<file path="config.mk">
export PLATFORM = sky130hd
export DESIGN_NAME = sfs_ctrl
export DESIGN_NICKNAME = d
export VERILOG_FILES = /design/src/hw/sfs_pkg.sv /design/src/hw/sfs_ctrl.sv /design/src/hw/sfs_clk_div.sv
export SDC_FILE = /design/constraint.sdc
export NUM_CORES = 1
export LEC_CHECK = 0
export BUFFER_PORTS_ARGS = -buffer_cell sky130_fd_sc_hd__buf_4
export CELL_PAD_IN_SITES_DETAIL_PLACEMENT = 1
export CELL_PAD_IN_SITES_GLOBAL_PLACEMENT = 2
export CORE_ASPECT_RATIO = 0.8
export CORE_MARGIN = 10
export CORE_UTILIZATION = 40
export CTS_BUF_LIST = sky130_fd_sc_hd__clkbuf_8 sky130_fd_sc_hd__clkbuf_16
export DETAILED_ROUTE_END_ITERATION = 16
export MAX_ROUTING_LAYER = met4
export PLACE_DENSITY_LB_ADDON = 0.1
export SYNTH_ARGS = -nofsm -noshare
export SYNTH_HDL_FRONTEND = slang
export SYNTH_SLANG_ARGS = --single-unit
</file>
<file path="constraint.sdc">
create_clock -name ref_clk_i -period 2.5 [get_ports ref_clk_i]
set_input_delay 0.125 -clock ref_clk_i [delete_from_list [all_inputs] [get_ports ref_clk_i]]
set_output_delay 0.125 -clock ref_clk_i [all_outputs]
set_load 0.03 [all_outputs]
</file>
<file path="src/hw/sfs_pkg.sv">
// Purpose: Shared constants and types for the serial synthesizer control block
// Assumes: One 25 MHz clock; serial pins arrive asynchronously
// Notes:   Word layout is LSB first on the wire, bit 0 lands in fb_div[0]
package sfs_pkg;

    localparam int unsigned WORD_W       = 24;
    localparam int unsigned CNT_W        = 5;
    localparam int unsigned DIV_FIELD_W  = 7;
    localparam int unsigned CODE_W       = 2;
    localparam int unsigned DIVCNT_W     = 3;

    localparam logic [CNT_W-1:0] FRAME_BITS = 5'h18;
    localparam logic [CNT_W-1:0] CNT_ZERO   = 5'h00;
    localparam logic [CNT_W-1:0] CNT_ONE    = 5'h01;

    // Preset words: the two variants differ only in bits 15 and 16
    localparam logic [WORD_W-1:0] PRESET_WORD_A = 24'hbd097f;
    localparam logic [WORD_W-1:0] PRESET_WORD_B = 24'hbc897f;

    localparam int unsigned CLK_PERIOD_NS  = 40;
    localparam int unsigned SETTLE_TIME_US = 200;
    // Longest time, so the cycle count rounds down
    localparam int unsigned SETTLE_CYCLES  = (SETTLE_TIME_US * 1000) / CLK_PERIOD_NS;
    localparam int unsigned SETTLE_W       = 16;

    typedef struct packed {
        logic                   rsvd_hi;
        logic                   ref_bypass;
        logic                   rsvd_lo;
        logic                   divided_output_enable_bit;
        logic                   main_output_enable_bit;
        logic                   vco_output_divider_code_hi;
        logic                   vco_output_divider_code_lo;
        logic                   divided_output_divider_code_hi;
        logic                   divided_output_divider_code_lo;
        logic                   prescale_select;
        logic [DIV_FIELD_W-1:0] reference_divider;
        logic [DIV_FIELD_W-1:0] vco_feedback_divider;
    } sfs_cfg_s;

    typedef enum logic [2:0] {
        SER_IDLE  = 3'b001,
        SER_SHIFT = 3'b010,
        SER_DONE  = 3'b100
    } sfs_ser_e;

    // Toggle mask for a divide-by-2^code counter
    function automatic logic [DIVCNT_W-1:0] half_mask(input logic [CODE_W-1:0] code);
        case (code)
            2'h2:    half_mask = 3'h1;
            2'h3:    half_mask = 3'h3;
            default: half_mask = 3'h0;
        endcase
    endfunction

endpackage

</file>
<file path="src/hw/sfs_ctrl.sv">
// Purpose: Serial programming, configuration latches and output steering of a clock synthesizer
// Assumes: Frame select, shift clock, serial data and the drive-enable pin are asynchronous;
//          the oscillator and reference levels come from logic on ref_clk_i
// Notes:   Shift clock high and low phases must each span at least three ref_clk_i periods
`timescale 1ns/1ps

module sfs_ctrl #(
    parameter bit          PRESET_VARIANT_B = 1'b0,
    parameter int unsigned SETTLE_CYCLES    = sfs_pkg::SETTLE_CYCLES
) (
    input  wire logic                          ref_clk_i,
    input  wire logic                          arst_n_i,
    input  wire logic                          frame_select_n_i,
    input  wire logic                          shift_clock_i,
    input  wire logic                          serial_data_in_i,
    input  wire logic                          output_drive_enable_pin_i,
    input  wire logic                          osc_level_i,
    input  wire logic                          ref_level_i,
    output sfs_pkg::sfs_cfg_s                  cfg_o,
    output logic                               commit_o,
    output logic                               frame_active_o,
    output logic [sfs_pkg::CNT_W-1:0]          bit_count_o,
    output logic                               settle_busy_o,
    output logic                               main_output_o,
    output logic                               main_output_oe_n_o,
    output logic                               divided_output_o,
    output logic                               divided_output_oe_n_o
);
    localparam logic [sfs_pkg::WORD_W-1:0] PRESET_WORD =
        PRESET_VARIANT_B ? sfs_pkg::PRESET_WORD_B : sfs_pkg::PRESET_WORD_A;
    localparam logic [sfs_pkg::SETTLE_W-1:0] SETTLE_LOAD = sfs_pkg::SETTLE_W'(SETTLE_CYCLES);

    // Pin synchronisers: stage one feeds stage two only
    logic [1:0] cs_sync_reg;
    logic [1:0] sclk_sync_reg;
    logic [1:0] sdi_sync_reg;
    logic [1:0] oe_sync_reg;
    logic       sclk_prev_reg;
    logic       cs_prev_reg;

    logic cs_n_s;
    logic sclk_s;
    logic sdi_s;
    logic oe_pin_s;
    logic sclk_rise;
    logic cs_fall;

    always_ff @(posedge ref_clk_i or negedge arst_n_i) begin
        if (!arst_n_i) begin
            cs_sync_reg   <= 2'h3;
            sclk_sync_reg <= 2'h0;
            sdi_sync_reg  <= 2'h0;
            oe_sync_reg   <= 2'h0;
            sclk_prev_reg <= 1'b0;
            cs_prev_reg   <= 1'b1;
        end else begin
            cs_sync_reg   <= {cs_sync_reg[0], frame_select_n_i};
            sclk_sync_reg <= {sclk_sync_reg[0], shift_clock_i};
            sdi_sync_reg  <= {sdi_sync_reg[0], serial_data_in_i};
            oe_sync_reg   <= {oe_sync_reg[0], output_drive_enable_pin_i};
            sclk_prev_reg <= sclk_sync_reg[1];
            cs_prev_reg   <= cs_sync_reg[1];
        end
    end

    assign cs_n_s    = cs_sync_reg[1];
    assign sclk_s    = sclk_sync_reg[1];
    assign sdi_s     = sdi_sync_reg[1];
    assign oe_pin_s  = oe_sync_reg[1];
    // Only shift clock edges advance the shifter, never the synthesized outputs
    assign sclk_rise = sclk_s && !sclk_prev_reg;
    assign cs_fall   = !cs_n_s && cs_prev_reg;

    // Serial framing state
    sfs_pkg::sfs_ser_e                 state_reg;
    sfs_pkg::sfs_ser_e                 state_next;
    logic [sfs_pkg::WORD_W-1:0]        shift_reg;
    logic [sfs_pkg::WORD_W-1:0]        shift_next;
    logic [sfs_pkg::CNT_W-1:0]         count_reg;
    logic [sfs_pkg::CNT_W-1:0]         count_next;
    logic [sfs_pkg::WORD_W-1:0]        latch_reg;
    logic [sfs_pkg::WORD_W-1:0]        latch_next;
    logic                              commit_reg;
    logic                              commit_next;
    logic [sfs_pkg::WORD_W-1:0]        shifted_word;

    // New bit enters at the top, so after 24 shifts the first bit sits at bit 0
    assign shifted_word = {sdi_s, shift_reg[sfs_pkg::WORD_W-1:1]};

    always_comb begin
        state_next  = state_reg;
        shift_next  = shift_reg;
        count_next  = count_reg;
        latch_next  = latch_reg;
        commit_next = 1'b0;
        case (state_reg)
            sfs_pkg::SER_IDLE: begin
                count_next = sfs_pkg::CNT_ZERO;
                // Armed only by an edge, but the select synchroniser resets high, so a select held low through reset still starts a frame
                if (cs_fall) begin
                    state_next = sfs_pkg::SER_SHIFT;
                end
            end
            sfs_pkg::SER_SHIFT: begin
                if (cs_n_s) begin
                    // Early release: partial word dropped, latches untouched
                    state_next = sfs_pkg::SER_IDLE;
                    count_next = sfs_pkg::CNT_ZERO;
                end else if (sclk_rise) begin
                    shift_next = shifted_word;
                    count_next = count_reg + sfs_pkg::CNT_ONE;
                    if (count_reg == sfs_pkg::FRAME_BITS - sfs_pkg::CNT_ONE) begin
                        // Whole word copied at once on the 24th edge
                        latch_next  = shifted_word;
                        commit_next = 1'b1;
                        state_next  = sfs_pkg::SER_DONE;
                    end
                end
            end
            sfs_pkg::SER_DONE: begin
                // Further data ignored until the select goes high again
                if (cs_n_s) begin
                    state_next = sfs_pkg::SER_IDLE;
                    count_next = sfs_pkg::CNT_ZERO;
                end
            end
            default: begin
                state_next = sfs_pkg::SER_IDLE;
                count_next = sfs_pkg::CNT_ZERO;
            end
        endcase
    end

    always_ff @(posedge ref_clk_i or negedge arst_n_i) begin
        if (!arst_n_i) begin
            state_reg  <= sfs_pkg::SER_IDLE;
            shift_reg  <= '0;
            count_reg  <= sfs_pkg::CNT_ZERO;
            latch_reg  <= PRESET_WORD;
            commit_reg <= 1'b0;
        end else begin
            state_reg  <= state_next;
            shift_reg  <= shift_next;
            count_reg  <= count_next;
            latch_reg  <= latch_next;
            commit_reg <= commit_next;
        end
    end

    // Field decode of the committed word
    sfs_pkg::sfs_cfg_s           cfg;
    logic [sfs_pkg::CODE_W-1:0]  vco_code;
    logic [sfs_pkg::CODE_W-1:0]  div_code;

    assign cfg      = sfs_pkg::sfs_cfg_s'(latch_reg);
    // Reference divider and prescale go out to the loop unchanged
    assign vco_code = {cfg.vco_output_divider_code_hi, cfg.vco_output_divider_code_lo};
    assign div_code = {cfg.divided_output_divider_code_hi,
                       cfg.divided_output_divider_code_lo};

    // Settle window after reset and after each commit
    logic [sfs_pkg::SETTLE_W-1:0] settle_reg;
    logic [sfs_pkg::SETTLE_W-1:0] settle_next;

    always_comb begin
        settle_next = settle_reg;
        if (commit_reg) begin
            settle_next = SETTLE_LOAD;
        end else if (settle_reg != '0) begin
            settle_next = settle_reg - 16'h0001;
        end
    end

    always_ff @(posedge ref_clk_i or negedge arst_n_i) begin
        if (!arst_n_i) begin
            settle_reg <= SETTLE_LOAD;
        end else begin
            settle_reg <= settle_next;
        end
    end

    // Output clock path
    logic vco_div_clk;
    logic main_level;
    logic main_reg;
    logic main_next;
    logic main_oe_n_reg;
    logic main_oe_n_next;
    logic div_oe_n_reg;
    logic div_oe_n_next;

    sfs_clk_div u_vco_div (
        .ref_clk_i (ref_clk_i),
        .arst_n_i  (arst_n_i),
        .src_i     (osc_level_i),
        .code_i    (vco_code),
        .clk_o     (vco_div_clk)
    );

    // Bypass selects the raw reference in place of the divided oscillator
    assign main_level = cfg.ref_bypass ? ref_level_i : vco_div_clk;

    // Divided output follows main output, bypass included
    sfs_clk_div u_out_div (
        .ref_clk_i (ref_clk_i),
        .arst_n_i  (arst_n_i),
        .src_i     (main_reg),
        .code_i    (div_code),
        .clk_o     (divided_output_o)
    );

    always_comb begin
        main_next      = main_level;
        main_oe_n_next = !(oe_pin_s && cfg.main_output_enable_bit);
        div_oe_n_next  = !(oe_pin_s && cfg.divided_output_enable_bit);
    end

    always_ff @(posedge ref_clk_i or negedge arst_n_i) begin
        if (!arst_n_i) begin
            main_reg      <= 1'b0;
            main_oe_n_reg <= 1'b1;
            div_oe_n_reg  <= 1'b1;
        end else begin
            main_reg      <= main_next;
            main_oe_n_reg <= main_oe_n_next;
            div_oe_n_reg  <= div_oe_n_next;
        end
    end

    assign cfg_o                 = cfg;
    assign commit_o              = commit_reg;
    assign frame_active_o        = (state_reg == sfs_pkg::SER_SHIFT);
    assign bit_count_o           = count_reg;
    assign settle_busy_o         = (settle_reg != '0);
    assign main_output_o         = main_reg;
    assign main_output_oe_n_o    = main_oe_n_reg;
    assign divided_output_oe_n_o = div_oe_n_reg;
endmodule

</file>
<file path="src/hw/sfs_clk_div.sv">
// Purpose: Power-of-two divider for a clock seen as a level in the ref clock domain
// Assumes: src_i comes from logic on ref_clk_i and toggles no faster than every cycle
// Notes:   Code 0 passes the source through one flop; a code change may glitch
`timescale 1ns/1ps
module sfs_clk_div (
    input  wire logic                        ref_clk_i,
    input  wire logic                        arst_n_i,
    input  wire logic                        src_i,
    input  wire logic [sfs_pkg::CODE_W-1:0]  code_i,
    output logic                             clk_o
);
    logic                          src_prev_reg;
    logic                          out_reg;
    logic                          out_next;
    logic [sfs_pkg::DIVCNT_W-1:0]  cnt_reg;
    logic [sfs_pkg::DIVCNT_W-1:0]  cnt_next;
    logic [sfs_pkg::DIVCNT_W-1:0]  mask;

    always_comb begin
        mask     = sfs_pkg::half_mask(code_i);
        cnt_next = cnt_reg;
        out_next = out_reg;
        if (code_i == 2'h0) begin
            out_next = src_i;
        end else if (src_i && !src_prev_reg) begin
            cnt_next = cnt_reg + 3'h1;
            if ((cnt_reg & mask) == mask) begin
                out_next = !out_reg;
            end
        end
    end

    always_ff @(posedge ref_clk_i or negedge arst_n_i) begin
        if (!arst_n_i) begin
            src_prev_reg <= 1'b0;
            cnt_reg      <= 3'h0;
            out_reg      <= 1'b0;
        end else begin
            src_prev_reg <= src_i;
            cnt_reg      <= cnt_next;
            out_reg      <= out_next;
        end
    end

    assign clk_o = out_reg;
endmodule

</file>
Word-level counts from Yosys, hierarchy flattened. Index checks and enable logic that the tools add are counted.

Flip-flop bits (word level): 96. Input port bits: 8. Output and inout port bits: 36. Logic and storage cells: 99.

$add $sub $neg: 4. Equality and inequality tests: 14. Mux-type cells: 25. Bitwise logic cells: 5. Reduce and logical (&&, ||, !) cells: 30.

Operators by type and width (count): $mux W16 (2); $reduce_bool A16 Y1 (1); $sub A16 B1 Y16 const B (1); $mux W3 (5); $mux W5 (3); $mux W1 (11); $pmux W5 S2 (1); $reduce_and A2 Y1 (5); $reduce_bool A2 Y1 (5); $pmux W3 S3 (1); $eq A2 B2 Y1 const B (4); $logic_not A1 Y1 (8); $pmux W2 S2 (2); $reduce_and A4 Y1 (2); $add A3 B1 Y3 const B (2); $and A3 B2 Y3 (2); $eq A3 B2 Y1 (2); $logic_and A1 B1 Y1 (6); $ne A3 B1 Y1 const B (2); $add A5 B1 Y5 const B (1); $eq A5 B5 Y1 const B (1); $logic_not A2 Y1 (2); $ne A2 B2 Y1 const B (2); $eq A3 B1 Y1 const B (1); 4 further kinds (6).

Depth between registers and ports, before layout. Gate-level depths: netlist of run 1.

Depth in word-level cells: 7. Gate-level depth with buffers: 7. Depth with buffers taken out: 6.

Cells and area by module. A second synthesis of run 1 with hierarchy kept.

Cells, all modules: 297. Area, all modules: 3925.0 µm².

By module, submodules not included: sfs_ctrl (instances 1, cells each 261, area each 3547.2 µm², seq. area each 2159.6 µm²); sfs_clk_div (instances 2, cells each 18, area each 188.9 µm², seq. area each 100.1 µm²).

Worst setup path before layout of run 1. OpenSTA, ideal clock, no wires.

Path type: reg-to-reg. Start: register state_reg[0]. End: register latch_reg (netlist bit cfg_o[10]). Library setup time: 125 ps. Arrival: 1952 ps. Data required time: 2375 ps. Path slack: 422 ps. Stages on the path, launching flop included: 8. Path buffers: 4. Period minus slack after synthesis: 2078 ps. Path through: dfstp_2 -> clkbuf_1 -> or4_4 -> buf_6 -> or2_1 -> buf_6 -> buf_6 -> mux2_4.

Longest elaborated chain between the ends: 2.

Ends and longest elaborated chain: from (decl) (RTL line sfs_ctrl.sv:75) `sfs_pkg::sfs_ser_e state_reg;`; from (signal assigned) (RTL line sfs_ctrl.sv:136) `state_reg <= sfs_pkg::SER_IDLE;`; from (signal assigned) (RTL line sfs_ctrl.sv:142) `state_reg <= state_next;`; $eq A3 B2 Y1 (RTL line sfs_ctrl.sv:96) `case (state_reg)`; $reduce_and A4 Y1 (no line); to (signal assigned) (RTL line sfs_ctrl.sv:145) `latch_reg <= latch_next;`; to (decl) (RTL line sfs_ctrl.sv:81) `logic [sfs_pkg::WORD_W-1:0] latch_reg;`.

No other way between the ends. A chain may end at the register's enable or synchronous reset.

Final worst setup path of run 1.
Start: register settle_reg[13] in the netlist's numbering. End: output port settle_busy_o.

Longest elaborated chain between the ends: 1.

Ends and longest elaborated chain: from (decl) (RTL line sfs_ctrl.sv:162) `logic [sfs_pkg::SETTLE_W-1:0] settle_reg;`; from (signal assigned) (RTL line sfs_ctrl.sv:178) `settle_reg <= settle_next;`; $reduce_bool A16 Y1 (RTL line sfs_ctrl.sv:234) `assign settle_busy_o = (settle_reg != '0);`; to (decl) (RTL line sfs_ctrl.sv:23) `output logic settle_busy_o,`.

No other way between the ends.

==> results of run 1 <==
[Yosys cell counts, types with 3 or more instances]
master    count
nor2b_1       3
nor3_1       10
o31ai_1       7
a31oi_1       3
nor3b_1       4
buf_6         4
dfstp_2      26
mux2_2       29
o21a_1        3
nor4_1        3
o21ai_0       7
inv_1        11
clkbuf_1      8
nor2_1       16
nand3_1       6
nand2_1      16
nand3b_1      4
dfrtp_1      67
xnor2_1       7
nand2b_1      3
a21oi_1      11
or3_1         3
mux2_4       19
or4_1         4
[per-stage QoR]
stage               power (mW)  hold WS (ns)  worst slack, ns  utilization [%]  cell area (sq um)
floorplan                1.596       -0.1706           0.4224                -               4005
global placement         1.651        0.2223           0.4706            46.40               4496
detailed placement       1.653        0.2327           0.4194            46.40               4496
CTS                      3.240      0.008929           0.3462            50.62               4905
global route             3.323      0.007309           0.2661            50.62               4905
finish                   3.183       0.02787           0.3837            50.62               4905
[layout make-up]
class                           instances  area share [%]
Sequential cell                        93           48.11
Multi-Input combinational cell        192           31.17
Timing Repair Buffer                   57           9.286
Clock buffer                           10           4.872
Tap cell                              136           3.469
Clock inverter                          6           2.245
Inverter                               11          0.8418
[kinds of logic after synthesis]
group / after synthesis
multiplexers: 50
adder cells (fa/ha/maj): 2
AND/OR/NAND/NOR: 85
AO/OA/AOI/OAI: 48
flip-flops: 93
buffers and inverters: 23
XOR/XNOR: 7
[worst max-delay path: cells and delay by family, from the launching register on]
family | cells | cell delay [ns]
buffers and inverters | 2 | 0.36
DFF | 1 | 0.38
and+or+nand+nor | 3 | 0.92
[power by group through the flow]
stage | Sequential [mW] | Combinational, mW | Clock, mW
final | 1.55 | 0.0851 | 1.55
after global routing | 1.55 | 0.0966 | 1.68
after CTS | 1.55 | 0.0885 | 1.61
after detailed placement | 1.57 | 0.0806 | 0
after global placement | 1.57 | 0.0796 | 0
after floorplan | 1.57 | 0.0267 | 0
[routing by layer]
metal,vias up,GRT usage [%],wire length [microns]
met4,0,3.328,74
met3,8,3.829,310
met2,38,19.86,3995
met1,1337,15.98,3954
li1,1224,-,-
met5,-,-,0
[worst min path at each step]
stage / from / to / cells after the start
after floorplan: arst_n_i / bit_count_o[0] / 0
after global placement: arst_n_i / sclk_sync_reg[1] / 1
after detailed placement: arst_n_i / sclk_sync_reg[0] / 1
after CTS: ref_level_i / main_output_o / 2
after global routing: ref_level_i / main_output_o / 2
final: ref_level_i / main_output_o / 2
==> metrics.yaml, run 1 <==
die_x_microns: 131.9
final_cell_mix: "dfrtp_1 (67), buf_4 (50), mux2_2 (29)"
firstDrtPassIters: 4
cts_tree: "yes"
max_freq_ghz: 0.4725
fin_crit_sh_pct: 84.65
regArea_sq_mm: 0.002360
hold_path.class: "primary input to register"
wl_mm: 8.334
synth_nets: 318
crit_chain: "or4_1, nor3_2, buf_4, nand2_1, buf_4"
grt_max_degree: 55
crit_type: "register to output pin"
slowest_delay_ns: 0.64
status: "finished clean"
ctsHoldBuffers: 6
report.final.slew_viol_count: 0
power.density_mw_per_mm2: 649.0
tightest_slew_ns: 0.6877
grt-ovfl-total: 0
clockRootBuffer: "clkbuf_16"
synth_top_family_by_area: "multiplexers"
syn_inst: 308
p_comb_share_pct: 2.7
fin_cells: 505
drc_errors: 0
hold_viol: 0
fill_cells: 1003
via_per_inst: 5.162
dp_cells: 483
track_usage_pct: 12.75
crit_slowest_cell: "or4_1"
start_util_pct: 41.34
ys_warn_count: 0
multiInputGateArea_sq_mm: 0.001529
io-pin-count: 44
numPortBuffers: 43
ant_nets: 0
p_int_mw: 2.564
place_congestion: 0.7656
seq_power_share_pct: 48.6
p_leak_nw: 2.333
ctsLongestPathBuffers: 2
clock-sinks: 93
slew_headroom_pct: 53.51
arrival_ns: 1.99
skew_ns: 0.008570
largest_reg_flops: 24
post_cts_buffers: 0
vias: 2607
final_common_cell: "dfrtp_1"
critical_path.startpoint: "settle_reg[13]"
ys_ff_latch: 93
h-tree-depth: 3
grt_setup_unrepaired: "false"
die_h_microns: 109.5
areaGrowthSynthToFinish_pct: 22.46
clk_latency_ns: 0.34
syn_area_per_cell_sq_um: 13.00
power_frac_clock_pct: 48.8
coreArea_sq_mm: 0.009689
synthAdderAreaFrac_pct: 0.6248
cp-endpoint: "settle_busy_o"
regToRegSetupSlack_ns: 0.41
r2r_start: "settle_reg[13]"
setup_viol: 0
ys.flop_type: "dfrtp_1"
maxCapViolCount: 0
routed_wire_length_per_instance_microns: 16.50
crit_path_end_kind: "output pin"
ir_worst_vdd_uv: 496.6
antenna_found_initial: 0
synth_compound_area_share_pct: 8.122
synthTopCellsByArea: "dfrtp_1 (42%), dfstp_2 (17%), mux2_2 (8.2%)"
cp_common_cell: "buf_4"
fin_nets: 374
synthesis.area_sq_mm: 0.004005
r2r-end: "settle_reg[5]"
rows: 32
startpoint_type: "register"
finalCriticalPeriod_ns: 2.116
synth_cell_type_count: 49
yosys.area.top_type: "dfrtp_1"
synth_simple_gate_area_share_pct: 12.12
synth_top_area_share_pct: 41.86
cp.required_ns: 2.38
drt_iter0_markers: 145
numCtsBuffers: 9
antenna_cells: 0
tns_ns: 0
yosys-mux-area-fraction_pct: 15.78
cp_max_fo: 7
synth-xor-area-share_pct: 1.531
synth_edf_count: 0
first_global_vias: 2888
switching_share_pct: 19.47
grt_pass1_wl_mm: 14.57
synth_seq_area_share_pct: 58.92
dp_hpwl_mm: 5.631
layout-drive-gt1-share_pct: 40.11
post_cts_resized: 0
die_area_sq_mm: 0.01444
p_sw_uw: 619.7
async_flop_share_pct: 100.0
clk_pin_slew_ns: 0.06
reg2regPathDepth: 4
(Power assumes the default switching activity.)
==> run 2: changes to the inputs <==
--- a/config.mk
+++ b/config.mk
@@ -5,12 +5,13 @@
 export SDC_FILE = /design/constraint.sdc
 export NUM_CORES = 1
 export LEC_CHECK = 0
+export ABC_AREA = 1
 export BUFFER_PORTS_ARGS = -buffer_cell sky130_fd_sc_hd__buf_4
 export CELL_PAD_IN_SITES_DETAIL_PLACEMENT = 1
 export CELL_PAD_IN_SITES_GLOBAL_PLACEMENT = 2
 export CORE_ASPECT_RATIO = 0.8
 export CORE_MARGIN = 10
-export CORE_UTILIZATION = 40
+export CORE_UTILIZATION = 32
 export CTS_BUF_LIST = sky130_fd_sc_hd__clkbuf_8 sky130_fd_sc_hd__clkbuf_16
 export DETAILED_ROUTE_END_ITERATION = 16
 export MAX_ROUTING_LAYER = met4
==> constraint.sdc (replaced) <==
create_clock -name ref_clk_i -period 1.8 [get_ports ref_clk_i]
set_input_delay 0.09 -clock ref_clk_i [delete_from_list [all_inputs] [get_ports ref_clk_i]]
set_output_delay 0.09 -clock ref_clk_i [all_outputs]
set_load 0.03 [all_outputs]
==> run 2 against run 1 <==
Compared with the run above:
- global-route usage decreased by 1.2 points
- synthesized cell count increased by 48%
- routed wire length increased by 10%
- final area increased by 2.3%
- register-to-register slack got worse by 0.14 ns
- largest power group unchanged
==> metrics.yaml, run 2 <==
h-tree-depth: 3
final_common_cell: "nand2_1"
fin_crit_sh_pct: 94.73
largest_reg_flops: 24
tns_ns: 0
wl_mm: 9.200
numCtsBuffers: 9
slew_headroom_pct: 75.88
worst_slack_ns: 0.09480
cp_max_fo: 5
firstDrtPassIters: 4
synth_seq_area_share_pct: 58.55
tightest_slew_ns: 0.3618
power.density_mw_per_mm2: 908.8
async_flop_share_pct: 100.0
synthesis.area_sq_mm: 0.004030
synth_top_area_share_pct: 41.60
synthTopCellsByArea: "dfrtp_1 (42%), dfstp_2 (17%), nand2_1 (11%)"
ys.flop_type: "dfrtp_1"
status: "finished clean"
r2r_start: "bit_count_o[0]"
report.final.slew_viol_count: 0
ant_nets: 0
layout-drive-gt1-share_pct: 21.65
p_int_mw: 3.508
fin_cells: 693
grt-ovfl-total: 0
max_freq_ghz: 0.5864
numPortBuffers: 43
switching_share_pct: 23.04
yosys.area.top_type: "dfrtp_1"
hold_viol: 0
drc_errors: 0
syn_area_per_cell_sq_um: 8.838
p_total_mw: 4.559
via_per_inst: 4.449
skew_ns: 0.006996
grt_setup_unrepaired: "false"
clock-sinks: 93
fin_nets: 527
arrival_ns: 1.62
r2r-end: "cfg_o[7]"
clk_latency_ns: 0.34
start_util_pct: 32.89
power_frac_clock_pct: 43.9
p_leak_nw: 2.509
finalCriticalPeriod_ns: 1.705
yosysMostFrequentCell: "nand2_1"
crit_path_end_kind: "output pin"
place_congestion: 0.8092
synthTopCellsByCount: "nand2_1 (115), dfrtp_1 (67), inv_1 (67)"
track_usage_pct: 11.57
die_h_microns: 120.4
dp_hpwl_mm: 6.658
io-pin-count: 44
clk_pin_slew_ns: 0.06
regToRegSetupSlack_ns: 0.27
reg2regPathDepth: 8
clockRootBuffer: "clkbuf_16"
ir_worst_vdd_uv: 532.9
cts_tree: "yes"
drt_iter0_markers: 102
areaGrowthSynthToFinish_pct: 24.46
p_comb_share_pct: 7.4
final_cell_mix: "nand2_1 (113), inv_1 (68), dfrtp_1 (67)"
antenna_cells: 0
maxCapViolCount: 0
fill_cells: 1440
die_x_microns: 145.5
syn_inst: 456
crit_type: "register to output pin"
synth_cell_type_count: 29
ys_ff_latch: 93
die_area_sq_mm: 0.01751
grt_max_degree: 46
post_cts_buffers: 0
routed_wire_length_per_instance_microns: 13.28
setup_viol: 0
cp-endpoint: "settle_busy_o"
antenna_found_initial: 0
critical_path.startpoint: "settle_reg[1]"
startpoint_type: "register"
cp.required_ns: 1.71
grt_pass1_wl_mm: 16.24
pre_cts_ws_ns: 0.2639
seq_power_share_pct: 48.7
synth_edf_count: 0
vias: 3083
ys_warn_count: 0
coreArea_sq_mm: 0.01225
ctsLongestPathBuffers: 2
synth_nets: 466
hold_path.class: "primary input to asynchronous set/reset pin"
first_global_vias: 3315
p_sw_mw: 1.050
dp_cells: 670
hold_ws_ns: 0.2112
rows: 36
[run 2: cell types whose count changed after synthesis, sizes merged, moves of 5 or more]
cell   before  now
nand3       6   28
xnor2       7    0
inv        11   70
nor2       16   50
o31ai       7    0
nand2      16  115
nand4       0    6
o21ai       7   59
mux2       48    0
or4         5    0
nor3       11    2
[run 2: logic make-up after synthesis]
group	synth area share, %
and+or+nand+nor	21.89
buffers and inverters	8.724
xor gates and xnor gates	0.6521
AOI/OAI and AO/OA	9.563
adders and majority gates	0.6208
DFF	58.55
[run 2: what timing repair did]
item                       in CTS  in global routing
hold endpoints to repair       30                  0
resized for setup               1                  3
setup endpoints to repair       1                  1
pin swaps                       0                  1
hold buffers                    7                  0
[run 2: metrics by stage]
step	util (%)	instance area, sq um
4_1_cts	40.84	5004
2_1_floorplan	-	4030
6_report	40.94	5016
5_1_grt	40.94	5016
3_5_place_dp	37.65	4613
3_3_place_gp	37.65	4613
[run 2: worst min path at each step]
stage / start / to / slack [ns] / cells past startpoint
2_1_floorplan: arst_n_i / bit_count_o[0] / -0.21 / 0
3_3_place_gp: arst_n_i / settle_reg[11] / 0.03 / 1
3_5_place_dp: arst_n_i / settle_reg[11] / 0.04 / 1
4_1_cts: arst_n_i / settle_reg[11] / 0.21 / 2
5_1_grt: arst_n_i / settle_reg[11] / 0.23 / 2
6_report: arst_n_i / settle_reg[10] / 0.21 / 2
[run 2: critical path, stage by stage (launching register included)]
cell and delay [ns]:
dfrtp_1 0.37, inv_1 0.11, ha_4 0.16, nand2_1 0.06, buf_4 0.16, nor2_1 0.13
nand2_2 0.10, buf_4 0.18
[run 2: final cells by class]
type                            instances  area [sq um]  share of cell area, %
Tap cell                              171         214.0                  4.265
Clock inverter                          7         92.59                  1.846
Timing Repair Buffer                   61         525.5                  10.48
Clock buffer                            9         225.2                  4.490
Multi-Input combinational cell        282          1336                  26.64
Sequential cell                        93          2360                  47.04
Inverter                               70         262.8                  5.238
[run 2: power by group through the flow]
stage	logic [mW]	registers [mW]	clock network [mW]
after CTS	0.349	2.22	2.08
final	0.337	2.22	2.00
after global placement	0.324	2.25	0
after detailed placement	0.335	2.26	0
after global routing	0.388	2.23	2.18
after floorplan	0.204	2.25	0
[run 2: per-layer routing]
layer | global-route usage, % | up-vias | routed length, microns
li1 | - | 1547 | -
met1 | 14.73 | 1491 | 4728
met2 | 17.21 | 39 | 4050
met3 | 4.100 | 6 | 329
met4 | 3.026 | 0 | 91
met5 | - | - | 0
==> run 3: changes to the inputs <==
--- a/config.mk
+++ b/config.mk
@@ -5,13 +5,12 @@
 export SDC_FILE = /design/constraint.sdc
 export NUM_CORES = 1
 export LEC_CHECK = 0
-export ABC_AREA = 1
 export BUFFER_PORTS_ARGS = -buffer_cell sky130_fd_sc_hd__buf_4
 export CELL_PAD_IN_SITES_DETAIL_PLACEMENT = 1
 export CELL_PAD_IN_SITES_GLOBAL_PLACEMENT = 2
 export CORE_ASPECT_RATIO = 0.8
 export CORE_MARGIN = 10
-export CORE_UTILIZATION = 32
+export CORE_UTILIZATION = 36
 export CTS_BUF_LIST = sky130_fd_sc_hd__clkbuf_8 sky130_fd_sc_hd__clkbuf_16
 export DETAILED_ROUTE_END_ITERATION = 16
 export MAX_ROUTING_LAYER = met4
==> run 3 against run 2 <==
Compared with the run above:
- the flow now finishes with violations (setup timing)
- die area decreased by 9.9%
- sequential power down 4%
- flip-flop and latch count unchanged
- final area up 4.9%
- non-clock buffer count rose by 29
- register-to-register slack worse by 0.37 ns
- critical path type unchanged
- largest cell class unchanged
- largest power group unchanged
==> metrics.yaml, run 3 (synthesized netlist as in run 1, its figures left out) <==
numPortBuffers: 43
fill_cells: 1179
fin_crit_sh_pct: 107.9
crit_type: "register to output pin"
final_common_cell: "buf_4"
final_cell_mix: "buf_4 (74), dfrtp_1 (67), mux2_2 (29)"
fin_nets: 407
drc_errors: 0
ant_nets: 0
areaGrowthSynthToFinish_pct: 31.43
status: "complete, but fails checks"
startpoint_type: "register"
die_h_microns: 114.3
crit_path_end_kind: "output pin"
h-tree-depth: 3
grt_max_degree: 37
ctsLongestPathBuffers: 2
routed_wire_length_per_instance_microns: 17.35
cts_tree: "yes"
start_util_pct: 36.78
numCtsBuffers: 9
grt-ovfl-total: 0
reg2regPathDepth: 5
coreArea_sq_mm: 0.01089
clockRootBuffer: "clkbuf_16"
clk_pin_slew_ns: 0.07
ir_worst_vdd_uv: 385.3
p_leak_nw: 2.542
antenna_cells: 0
largest_reg_flops: 24
via_per_inst: 5.005
clk_latency_ns: 0.34
cp_max_fo: 2
hold_viol: 0
regArea_sq_mm: 0.002360
wl_mm: 9.472
violations: "setup timing"
report.final.slew_viol_count: 0
layout-drive-gt1-share_pct: 47.01
io-pin-count: 44
tightest_slew_ns: 0.5341
first_global_vias: 2996
skew_ns: 0.004464
arrival_ns: 1.85
antenna_found_initial: 0
vias: 2733
slew_headroom_pct: 64.39
hold_path.class: "primary input to asynchronous set/reset pin"
rows: 34
setup_viol: 31
max_freq_ghz: 0.5147
die_area_sq_mm: 0.01577
power.density_mw_per_mm2: 793.7
pre_cts_ws_ns: -0.06814
place_congestion: 0.7756
grt_pass1_wl_mm: 16.09
cp.required_ns: 1.71
track_usage_pct: 13.20
die_x_microns: 137.9
dp_hpwl_mm: 6.256
p_total_mw: 4.178
multiInputGateArea_sq_mm: 0.001588
maxCapViolCount: 0
grt_setup_unrepaired: "true"
drt_iter0_markers: 157
firstDrtPassIters: 4
finalCriticalPeriod_ns: 1.943
clock-sinks: 93
worst_slack_ns: -0.1428
## run 3: changes by cell type in the layout (fill, tap and decap cells not counted), sizes merged, moves of 9 or more
cell / delta
mux2: +48
inv: -58
nand2: -99
nand3: -22
nor3: +9
buf: +29
nor2: -34
o21ai: -52
## run 3: layer usage
metal  wire length (microns)  track usage [%]  vias to the layer above
met3                     333            3.421                       11
met4                     133            4.164                        0
met5                       0                -                        -
li1                        -                -                     1284
met1                    4583            17.43                     1404
met2                    4422            19.38                       34
## run 3: power by group
| group | internal, mW | total (mW) | switching (mW) |
|---|---|---|---|
| logic | 0.0611 | 0.145 | 0.0837 |
| registers | 2.12 | 2.14 | 0.0188 |
| clock network | 1.07 | 1.89 | 0.821 |
## run 3: layout make-up
class / count / area share [%]
clock buffer: 9 / 4.279
clock inverter: 7 / 1.284
inverter: 11 / 0.7844
multi-input combinational: 192 / 30.16
sequential: 93 / 44.83
tap: 144 / 3.423
timing repair buffer: 90 / 15.24
## run 3: final timing paths
path	startpoint	to	slack (ns)
max	settle_reg[13]	settle_busy_o	-0.14
min	arst_n_i	settle_reg[15]	0.27
max reg2reg	state_reg[2]	cfg_o[12]	-0.10
min reg2reg	sclk_sync_reg[0]	sclk_sync_reg[1]	0.35
max in group asynchronous	arst_n_i	cfg_o[11]	0.90
min in group ref_clk_i	sclk_sync_reg[0]	sclk_sync_reg[1]	0.35
## run 3: critical path: stages, from the launching register on
cell     delay [ns]
dfrtp_1        0.39
or4_4          0.52
buf_6          0.14
nor3_4         0.16
buf_6          0.13
nand2_2        0.04
buf_6          0.14
## run 3: repair_timing
item | CTS | global route
endpoints found under the hold margin | 29 | 0
setup endpoints to repair | 33 | 41
pin swaps | 4 | 2
setup buffers | 4 | 1
hold buffers | 7 | 0
gates cloned | 3 | 0
resized for setup | 12 | 5
## run 3: through the flow
step	std cells	setup TNS, ns	hold slack [ns]	util, %	cell area (sq um)
after CTS	545	-2.293	0.2861	48.15	5244
final	546	-1.889	0.2699	48.33	5264
after global placement	515	-0.4117	0.1087	43.50	4737
after global routing	546	-4.156	0.3089	48.33	5264
after detailed placement	515	-0.8129	0.1119	43.50	4737
after floorplan	308	-5.002	-0.2056	-	4060
